===== src/hw/sipo_latch_regs.vh =====
`ifndef SIPO_LATCH_REGS_VH
`define SIPO_LATCH_REGS_VH

// ****************************************
// widths and depths
// ****************************************
`define SIPO_WIDTH 8
`define SIPO_FIFO_DEPTH 32
`define SIPO_FIFO_AW 5

// ****************************************
// pin vector layout after synchronising
// ****************************************
`define SIPO_PIN_COUNT 5
`define SIPO_PIN_DATA 0
`define SIPO_PIN_SHIFT_CLK 1
`define SIPO_PIN_SHIFT_CLR 2
`define SIPO_PIN_STORE_CLK 3
`define SIPO_PIN_STORE_CLR 4

// ****************************************
// reset values
// ****************************************
// clocks start high so a pin already high gives no edge at release,
// clears start asserted
`define SIPO_PIN_RESET 5'h0a
`define SIPO_SHIFT_RESET 8'h00
`define SIPO_STORE_RESET 8'h00

`endif


===== src/hw/serial_in_parallel_out_latch.v =====
// Functional notes
// eight-stage shift register feeds eight-bit storage register outputs
// shift and storage registers each have own clock and overriding clear
// serial output from shift register allows chaining further devices
// both clocks act on rising edge only
// common clocks: storage takes shift contents from before the edge
// shift clear low forces all shift stages to zero
// shift rising edge: stage one takes serial input, others shift along
// shift clock falling edge leaves shift register unchanged
// storage clear low forces storage register to zero
// storage rising edge loads all eight shift stages in parallel
// storage clock falling edge leaves storage register unchanged
// cascade output shows last shift stage, bits leave in entry order
// controller sets data before shift edge, then pulses storage clock
`timescale 1ns/100ps
`include "sipo_latch_regs.vh"

module serial_in_parallel_out_latch #(
    parameter WIDTH = `SIPO_WIDTH,
    parameter FIFO_DEPTH = `SIPO_FIFO_DEPTH,
    parameter FIFO_AW = `SIPO_FIFO_AW
) (
    input wire clk_i,
    input wire resetn_i,
    input wire clk_en_i,
    input wire serial_data_in_i,
    input wire shift_clock_i,
    input wire shift_clear_n_i,
    input wire storage_clock_i,
    input wire storage_clear_n_i,
    output wire [WIDTH-1:0] parallel_out_o,
    output wire cascade_serial_out_o,
    output wire [WIDTH-1:0] word_data_o,
    output wire word_valid_o,
    input wire word_ready_i,
    output wire capture_ready_o,
    output wire word_lost_o,
    output wire [FIFO_AW:0] fifo_level_o
);

    // ****************************************
    // pin synchronisers
    // ****************************************
    // three stages per pin; a pin level is accepted only once stages two
    // and three agree, which rejects a single-sample glitch at the cost
    // of one more cycle of latency
    function [`SIPO_PIN_COUNT-1:0] agree_filter;
        input [`SIPO_PIN_COUNT-1:0] second;
        input [`SIPO_PIN_COUNT-1:0] third;
        input [`SIPO_PIN_COUNT-1:0] held;
        begin
            agree_filter = (second & third) | (held & (second | third));
        end
    endfunction

    wire [`SIPO_PIN_COUNT-1:0] pins_raw;
    reg [`SIPO_PIN_COUNT-1:0] sync_1;
    reg [`SIPO_PIN_COUNT-1:0] sync_2;
    reg [`SIPO_PIN_COUNT-1:0] sync_3;
    reg [`SIPO_PIN_COUNT-1:0] pins;
    wire [`SIPO_PIN_COUNT-1:0] next_pins;

    assign pins_raw = {storage_clear_n_i, storage_clock_i, shift_clear_n_i,
                       shift_clock_i, serial_data_in_i};
    assign next_pins = agree_filter(sync_2, sync_3, pins);

    always @(posedge clk_i or negedge resetn_i) begin
        if (!resetn_i) begin
            sync_1 <= `SIPO_PIN_RESET;
            sync_2 <= `SIPO_PIN_RESET;
            sync_3 <= `SIPO_PIN_RESET;
            pins <= `SIPO_PIN_RESET;
        end else if (clk_en_i) begin
            sync_1 <= pins_raw;
            sync_2 <= sync_1;
            sync_3 <= sync_2;
            pins <= next_pins;
        end
    end

    // ****************************************
    // edge detection
    // ****************************************
    wire shift_level;
    wire store_level;
    wire shift_clear_n;
    wire store_clear_n;
    wire serial_bit;
    wire shift_rise;
    wire store_rise;

    assign serial_bit = pins[`SIPO_PIN_DATA];
    assign shift_level = pins[`SIPO_PIN_SHIFT_CLK];
    assign store_level = pins[`SIPO_PIN_STORE_CLK];
    assign shift_clear_n = pins[`SIPO_PIN_SHIFT_CLR];
    assign store_clear_n = pins[`SIPO_PIN_STORE_CLR];

    // only a low-to-high change is an edge; falling changes are ignored,
    // so a clock pin parked high between frames never moves any state
    function rising;
        input prev;
        input now;
        begin
            rising = ~prev & now;
        end
    endfunction

    // both clock pins share one detector so their latency stays equal,
    // which is what keeps tied clocks one edge apart
    assign shift_rise = rising(shift_level,
                               next_pins[`SIPO_PIN_SHIFT_CLK]);
    assign store_rise = rising(store_level,
                               next_pins[`SIPO_PIN_STORE_CLK]);

    // ****************************************
    // shift register
    // ****************************************
    // the serial bit used is the one accepted in the same cycle as the edge,
    // so data set up ahead of the clock pin is taken
    reg [WIDTH-1:0] shift_reg;
    reg [WIDTH-1:0] next_shift;
    wire next_serial_bit;

    assign next_serial_bit = next_pins[`SIPO_PIN_DATA];

    always @* begin
        next_shift = shift_reg;
        if (!next_pins[`SIPO_PIN_SHIFT_CLR]) begin
            next_shift = {WIDTH{1'b0}};
        end else if (shift_rise) begin
            next_shift = {shift_reg[WIDTH-2:0], next_serial_bit};
        end
    end

    always @(posedge clk_i or negedge resetn_i) begin
        if (!resetn_i) begin
            shift_reg <= `SIPO_SHIFT_RESET;
        end else if (clk_en_i) begin
            shift_reg <= next_shift;
        end
    end

    // cascade taps the last stage, so a chained part sees bits in entry order
    assign cascade_serial_out_o = shift_reg[WIDTH-1];

    // ****************************************
    // storage register
    // ****************************************
    reg [WIDTH-1:0] store_reg;
    reg [WIDTH-1:0] next_store;
    wire store_load;

    assign store_load = store_rise & next_pins[`SIPO_PIN_STORE_CLR];

    // shift_reg is read before its own update lands, so with both clock pins
    // tied the storage register holds the word from one edge earlier
    always @* begin
        next_store = store_reg;
        if (!next_pins[`SIPO_PIN_STORE_CLR]) begin
            next_store = {WIDTH{1'b0}};
        end else if (store_load) begin
            next_store = shift_reg;
        end
    end

    always @(posedge clk_i or negedge resetn_i) begin
        if (!resetn_i) begin
            store_reg <= `SIPO_STORE_RESET;
        end else if (clk_en_i) begin
            store_reg <= next_store;
        end
    end

    assign parallel_out_o = store_reg;

    // ****************************************
    // captured word stream
    // ****************************************
    // every storage load is also queued for on-chip consumers; the pins
    // cannot be held off, so a load against a full fifo is dropped and
    // flagged rather than stalling the parallel outputs
    wire fifo_wr_ready;
    reg lost;
    reg next_lost;

    word_fifo #(
        .WIDTH(WIDTH),
        .DEPTH(FIFO_DEPTH),
        .AW(FIFO_AW)
    ) u_fifo (
        .clk_i(clk_i),
        .resetn_i(resetn_i),
        .clk_en_i(clk_en_i),
        .wr_data_i(shift_reg),
        .wr_valid_i(store_load),
        .wr_ready_o(fifo_wr_ready),
        .rd_data_o(word_data_o),
        .rd_valid_o(word_valid_o),
        .rd_ready_i(word_ready_i),
        .level_o(fifo_level_o)
    );

    // a held clear also masks store_load, so no drop can share its cycle and a
    // loss is never hidden by the clear that software uses to acknowledge it
    always @* begin
        next_lost = lost;
        if (store_load && !fifo_wr_ready) begin
            next_lost = 1'b1;
        end else if (!next_pins[`SIPO_PIN_STORE_CLR]) begin
            next_lost = 1'b0;
        end
    end

    always @(posedge clk_i or negedge resetn_i) begin
        if (!resetn_i) begin
            lost <= 1'b0;
        end else if (clk_en_i) begin
            lost <= next_lost;
        end
    end

    assign capture_ready_o = fifo_wr_ready;
    assign word_lost_o = lost;

endmodule // serial_in_parallel_out_latch


===== src/hw/word_fifo.v =====
`timescale 1ns/100ps
`include "sipo_latch_regs.vh"

// ****************************************
// synchronous fifo with valid and ready on both sides
// ****************************************
module word_fifo #(
    parameter WIDTH = `SIPO_WIDTH,
    parameter DEPTH = `SIPO_FIFO_DEPTH,
    parameter AW = `SIPO_FIFO_AW
) (
    input wire clk_i,
    input wire resetn_i,
    input wire clk_en_i,
    input wire [WIDTH-1:0] wr_data_i,
    input wire wr_valid_i,
    output wire wr_ready_o,
    output wire [WIDTH-1:0] rd_data_o,
    output wire rd_valid_o,
    input wire rd_ready_i,
    output wire [AW:0] level_o
);
    reg [WIDTH-1:0] mem [0:DEPTH-1];
    reg [AW-1:0] wr_ptr;
    reg [AW-1:0] rd_ptr;
    reg [AW:0] count;
    wire do_wr;
    wire do_rd;

    assign wr_ready_o = (count != DEPTH[AW:0]);
    assign rd_valid_o = (count != {(AW+1){1'b0}});
    assign do_wr = wr_valid_i & wr_ready_o & clk_en_i;
    assign do_rd = rd_ready_i & rd_valid_o & clk_en_i;
    assign rd_data_o = mem[rd_ptr];
    assign level_o = count;

    // memory carries no reset so it maps onto ram
    always @(posedge clk_i) begin
        if (do_wr) begin
            mem[wr_ptr] <= wr_data_i;
        end
    end

    always @(posedge clk_i or negedge resetn_i) begin
        if (!resetn_i) begin
            wr_ptr <= {AW{1'b0}};
            rd_ptr <= {AW{1'b0}};
            count <= {(AW+1){1'b0}};
        end else begin
            if (do_wr) begin
                wr_ptr <= wr_ptr + 1'b1;
            end
            if (do_rd) begin
                rd_ptr <= rd_ptr + 1'b1;
            end
            if (do_wr && !do_rd) begin
                count <= count + 1'b1;
            end else if (do_rd && !do_wr) begin
                count <= count - 1'b1;
            end
        end
    end
endmodule // word_fifo


===== config.mk =====
export PLATFORM = sky130hd
export DESIGN_NAME = serial_in_parallel_out_latch
export DESIGN_NICKNAME = d
export VERILOG_FILES = /design/src/hw/serial_in_parallel_out_latch.v /design/src/hw/word_fifo.v
export VERILOG_INCLUDE_DIRS = /design/src /design/src/hw
export SDC_FILE = /design/constraint.sdc
export NUM_CORES = 1
export LEC_CHECK = 0
export BUFFER_PORTS_ARGS = -buffer_cell sky130_fd_sc_hd__buf_2
export CORE_MARGIN = 4
export CORE_UTILIZATION = 40
export CTS_BUF_LIST = sky130_fd_sc_hd__clkbuf_8
export CTS_CLUSTER_DIAMETER = 100
export DETAILED_ROUTE_END_ITERATION = 8
export PLACE_DENSITY = 0.51
export REMOVE_ABC_BUFFERS = 1
export SYNTH_ARGS = -nofsm -noshare
export SYNTH_HDL_FRONTEND = slang
export SYNTH_SLANG_ARGS = --single-unit

===== constraint.sdc =====
create_clock -name clk_i -period 3.95 [get_ports clk_i]
set_clock_uncertainty 0.15 [all_clocks]
set_input_delay 0.79 -clock clk_i [delete_from_list [all_inputs] [get_ports clk_i]]
set_output_delay 0.79 -clock clk_i [all_outputs]
set_load 0.01 [all_outputs]

# [Word-level counts from Yosys, hierarchy flattened]
# Memories as Yosys holds them, arrays and structs flattened.
# Index checks and enable logic that the tools add are counted.
[op_classes] n_addsub=4 eq_ne=4 n_mux=10 n_bitwise=13 reduce_logical=11
[ops] cell="8-bit two-way mux" n=4
[ops] cell="6-bit two-way mux" n=2
[ops] cell="5-bit by 1-bit adder with 5-bit output (second input constant)" n=2
[ops] cell="5-bit AND" n=2
[ops] cell="5-bit bitwise OR" n=2
[ops] cell="1-bit AND" n=7
[ops] cell="6-bit by 1-bit adder with 6-bit output (second input constant)" n=1
[ops] cell="2-bit by 1-bit inequality test with 1-bit output (second input constant)" n=3
[ops] cell="6-bit inequality test (second input constant)" n=1
[ops] cell="2-bit AND reduction" n=3
[ops] cell="6-bit nonzero test" n=1
[ops] cell="6-bit by 1-bit subtractor with 6-bit output (second input constant)" n=1
[ops] cell="1-bit two-way mux" n=4
[ops] cell="1-bit logical AND" n=3
[ops] cell="1-bit logical NOT" n=3
[ops] cell="1-bit inverter" n=2
[ops] cell="2-bit nonzero test" n=1
[word_totals] reg_bits=53 ram_bits=256 in_bits=9 memories=1
[memory_table] name="u_fifo.mem" depth=32 width=8 rd=1 rd_ports_with_merged_regs=0 write_ports=1 line="word_fifo.v:23" rtl="reg [WIDTH-1:0] mem [0:DEPTH-1];"

# [Depth between registers and ports, before layout]
[logic_depth] depth_word=11 ltp_mapped=13 mapped_depth_nobuf=11

# [Cells and area by module]
# From an unflattened synthesis, not the netlist that was laid out.
[hier_totals] hier_cells=669 hier_area_um2=12401.9
[by_module_without_submodules] mod="word_fifo" n_inst=1 cells_per_inst=561 area_each_um2=10910.5
[by_module_without_submodules] mod="serial_in_parallel_out_latch" n_inst=1 cells_per_inst=108 area_each_um2=1491.4

# [Worst setup path before layout]
# Ideal clock, no wire load.
[synth_timing] path_type="reg2reg" start="reg u_fifo.count[0] (netlist: u_fifo.level_o[0])" end="reg u_fifo.count[5] (netlist: u_fifo.level_o[5])" setup_time_ns=0.129 arrival_time_ns=3.058 required_ns=3.671 path_slack_ns=0.612 stages_incl_launch_ff=13 path_buffers=1 period_less_slack_ns=3.338 path_cell_list="dfrtp_1 -> or4_4 -> or3b_1 -> buf_6 -> nand2_4 -> inv_1 -> ha_1 -> inv_1 -> ha_1 -> or4_1 -> o211ai_1 -> nor3b_1 -> xnor2_1"
[synth_between] elab_chain_len=6 elab_cells_between_ends=15 classes_between="add/sub: 2; eq/ne: 1; mux: 2; bitwise: 4; reduce/logical: 6"
[synth_lines] element="start: declaration" line="word_fifo.v:26" rtl="reg [AW:0] count;"
[synth_lines] element="start signal: assignment" line="word_fifo.v:48" rtl="count <= {(AW+1){1'b0}};"
[synth_lines] element="start signal: assignment" line="word_fifo.v:57" rtl="count <= count + 1'b1;"
[synth_lines] element="start signal: assignment" line="word_fifo.v:59" rtl="count <= count - 1'b1;"
[synth_lines] element="6-bit inequality test (*)" line="word_fifo.v:30" rtl="assign wr_ready_o = (count != DEPTH[AW:0]);"
[synth_lines] element="via capture_ready_o" line="serial_in_parallel_out_latch.v:36" rtl="output wire capture_ready_o,"
[synth_lines] element="1-bit AND (*) (2 in series)" line="word_fifo.v:32" rtl="assign do_wr = wr_valid_i & wr_ready_o & clk_en_i;"
[synth_lines] element="via u_fifo.do_wr" line="word_fifo.v:27" rtl="wire do_wr;"
[synth_lines] element="1-bit logical NOT" line="word_fifo.v:58" rtl="end else if (do_rd && !do_wr) begin"
[synth_lines] element="1-bit logical AND" line="word_fifo.v:58"
[synth_lines] element="2-bit nonzero test (no source line)"
# Mark *: on every way through the listed nets, which the timed path passes. The rest lies on a longest branch. The select of a mux whose other input is x is not followed.
# A chain may end at the register's enable or synchronous reset.

# [Worst setup path in the final report]
[layout_timing] start="reg u_fifo.rd_ptr[0]" end="out word_data_o[6]"
[layout_between] elab_chain_len=1
[layout_lines] element="start: declaration" line="word_fifo.v:25" rtl="reg [AW-1:0] rd_ptr;"
[layout_lines] element="start signal: assignment" line="word_fifo.v:47" rtl="rd_ptr <= {AW{1'b0}};"
[layout_lines] element="start signal: assignment" line="word_fifo.v:54" rtl="rd_ptr <= rd_ptr + 1'b1;"
[layout_lines] element="memory 32 x 8 bit"
[layout_lines] element="end: declaration" line="serial_in_parallel_out_latch.v:33" rtl="output wire [WIDTH-1:0] word_data_o,"
# Every way passes these cells.

==> results.yml <==
status:
  status: "finished, final reports clean"
timing:
  post-route-min-period_ns: 3.795
  max_freq_ghz: 0.2635
  tightest_slew_ns: 1.136
  hold_viol: 0
  finalMaxSlewViolations: 0
  setup-violations-final: 0
  slew_headroom_pct: 24.24
  period_share_pct: 96.07
  rsz0062_at_grt: "no"
clock_network:
  clock-root-buffer: "clkbuf_8"
  clock_sinks: 309
  cts_buffers: 51
  cts.path.max_buffers: 3
  htreeDepth: 2
  clk_pin_slew_worst_paths_ns: 0.06
  clk_latency_ns: 0.56
  cts_tree: "done"
detailed_routing:
  drt-total-wl_um: 27910
  antenna_left: 0
  num_vias: 6387
  viasPerCell: 5.345
  wire_per_inst_um: 23.35
  drc: 0
  drt_iter0_drc: 422
  drt-pass1-iter-count: 5
logic_synthesis:
  ys_ff_latch: 309
  synth_seq_area_share_pct: 73.17
  syn_inst: 663
  postSynthAreaPerCell_um2: 18.60
  ys_async_sr_fraction_pct: 17.15
  synth-edff-count: 256
  syn_area_um2: 12330
  yosysWarnings: 0
  synthDistinctLibCells: 54
  yosys_most_used_dff: "edfxtp_1"
power_and_ir_drop:
  peakVddDrop_mv: 0.3489
  cellLeakagePower_uw: 0.004962
  power_density_nw_per_um2: 607.4
worst_setup_path:
  cpMaxStageDelayCell: "mux4_2"
  crit_path_max_incr_delay_ns: 0.52
  cp-start-kind: "flop"
  worst-path-buf-inv: 3
  critPathTopFamily: "compound AO/OA/AOI/OAI gates"
  crit_chain: "buf_12 -> buf_12 -> mux4_2 -> a22o_1 -> a211oi_1 -> a311oi_1 -> buf_2"
  worst_ep_arrival_time_ns: 2.85
  worstPathRequired_ns: 3.01
  worstSetupPathType: "reg2out"
  worstPathMaxFanout: 19
  path_common_cell: "buf_12"
  reg2reg_from: "u_fifo.level_o[0]"
  end_kind: "output port"
  startpoint: "u_fifo.rd_ptr[0]"
grt:
  grt_pass1_wl_um: 42460
  grt_use_total_pct: 16.83
  antenna_found_initial: 0
  overflow: 0
  grt_pass1_vias: 6664
  grt_max_degree: 42
layout:
  fin_nets: 777
  syn2layout_area_growth_pct: 14.86
  stdcell_count: 1195
  final_util_pct: 46.43
  final_layout_size_suffix_gt1_share_pct: 28.41
  mostFrequentLayoutCells: "edfxtp_1 (256), clkbuf_8 (59), mux4_2 (48)"
  diodes: 0
  largest_reg_flops: 256
  final_common_cell: "edfxtp_1"
placed_design:
  dp_hpwl_um: 17340
  io_buffers: 34
  place.gp.congestion: 0.8131
  dp.cells: 1094
floorplan:
  fp-row-count: 64
  initial_core_util_pct: 40.42
  dieArea_um2: 33710
  core_area_um2: 30510
  ioPinCount: 35
  die_h_um: 183.6
  die_x_um: 183.6
hold_path:
  hold_class: "in2async"
job:
  drv.max_cap_violation_count: 0
worst reg2reg max path, delay by kind of cell, from the launching register on:
family / cells / cell delay, ns
compound gates: 2 / 0.59
buf+inv: 1 / 0.16
flops: 1 / 0.47
xor+xnor: 1 / 0.13
simple gates: 3 / 1.17
fa+ha+maj: 2 / 0.70
report_power, final:
| part | internal [uW] | switching (uW) | leakage (uW) | total [uW] |
|---|---|---|---|---|
| clock network | 1430 | 1240 | 0.000572 | 2670 |
| registers | 3640 | 205 | 0.00298 | 3840 |
| logic | 984 | 1110 | 0.00141 | 2100 |
| total | 6050 | 2560 | 0.00496 | 8600 |
area by class of cell:
type	count	area, um^2
multi-input combinational	307	3059
timing repair buffer	77	550.5
clock inverter	36	176.4
sequential	309	9031
inverter	11	41.29
tap	396	495.5
fill	2585	16340
clock buffer	59	812.0
routing by layer:
metal	vias up	share of wire [%]	wire length (um)	track usage, %
met5	-	0	0	0
met4	0	2.3	651	4.827
met1	3288	43	12040	22.51
met2	181	49	13760	27.84
met3	48	5.2	1453	3.878
li1	2870	-	-	-
logic make-up (layout without fill, tap and decap cells):
kind of cell	Yosys count	after routing	synth area share, %
compound gates	97	97	5.712
xor+xnor	13	13	0.9232
fa+ha+maj	14	14	1.420
buf+inv	47	183	2.049
flops	309	309	73.17
mux	97	97	12.90
simple gates	86	86	3.825
path summary, 6_finish.rpt:
check | to | slack, ns | depth (start not counted)
min in group clk_i | sync_1[3] | 0.32 | 2
worst min register to register | sync_2[3] | 0.34 | 2
worst max-delay path | word_data_o[6] | 0.16 | 7
worst min-delay path | u_fifo.rd_ptr[2] | 0.25 | 1
max in group asynchronous | sync_1[1] | 2.53 | 2
worst max register to register | u_fifo.level_o[5] | 0.47 | 9
synthesized netlist by cell type (7+ instances only):
cell / count / share of area (%)
a21oi_1: 19 / 0.77
a22o_1: 24 / 1.7
a22oi_1: 8 / 0.49
buf_2: 10 / 0.41
clkbuf_1: 11 / 0.33
dfrtp_1: 45 / 9.1
dfstp_2: 8 / 1.7
edfxtp_1: 256 / 62
ha_1: 10 / 1.0
inv_1: 11 / 0.33
mux2_2: 15 / 1.4
mux2i_1: 33 / 2.7
mux4_2: 48 / 8.8
nand2_1: 12 / 0.37
nor2_1: 37 / 1.1
o21ai_0: 15 / 0.61
o221ai_1: 8 / 0.57
o22ai_1: 7 / 0.36
xnor2_1: 9 / 0.64
metrics by stage:
step           total power [uW]  setup TNS, ns  setup WS (ns)  area [um^2]  hold slack (ns)
2_1_floorplan              5221         -9.383         -1.193        12120           0.3126
3_3_place_gp               5913              0         0.2803        13090           0.3274
3_5_place_dp               5947              0         0.3382        13090           0.3328
4_1_cts                    8675              0        0.02781        14110           0.2735
5_1_grt                    9062              0        0.02341        14170           0.2833
6_report                   8604              0         0.1552        14170           0.2532
what timing repair did:
action                     in CTS  in global routing
resized for setup               3                  1
hold buffers                    0                  0
setup endpoints to repair       8                  6
hold endpoints to repair        0                  0
setup buffers                   1                  5
No activity file was read; power rests on OpenSTA's default activity.
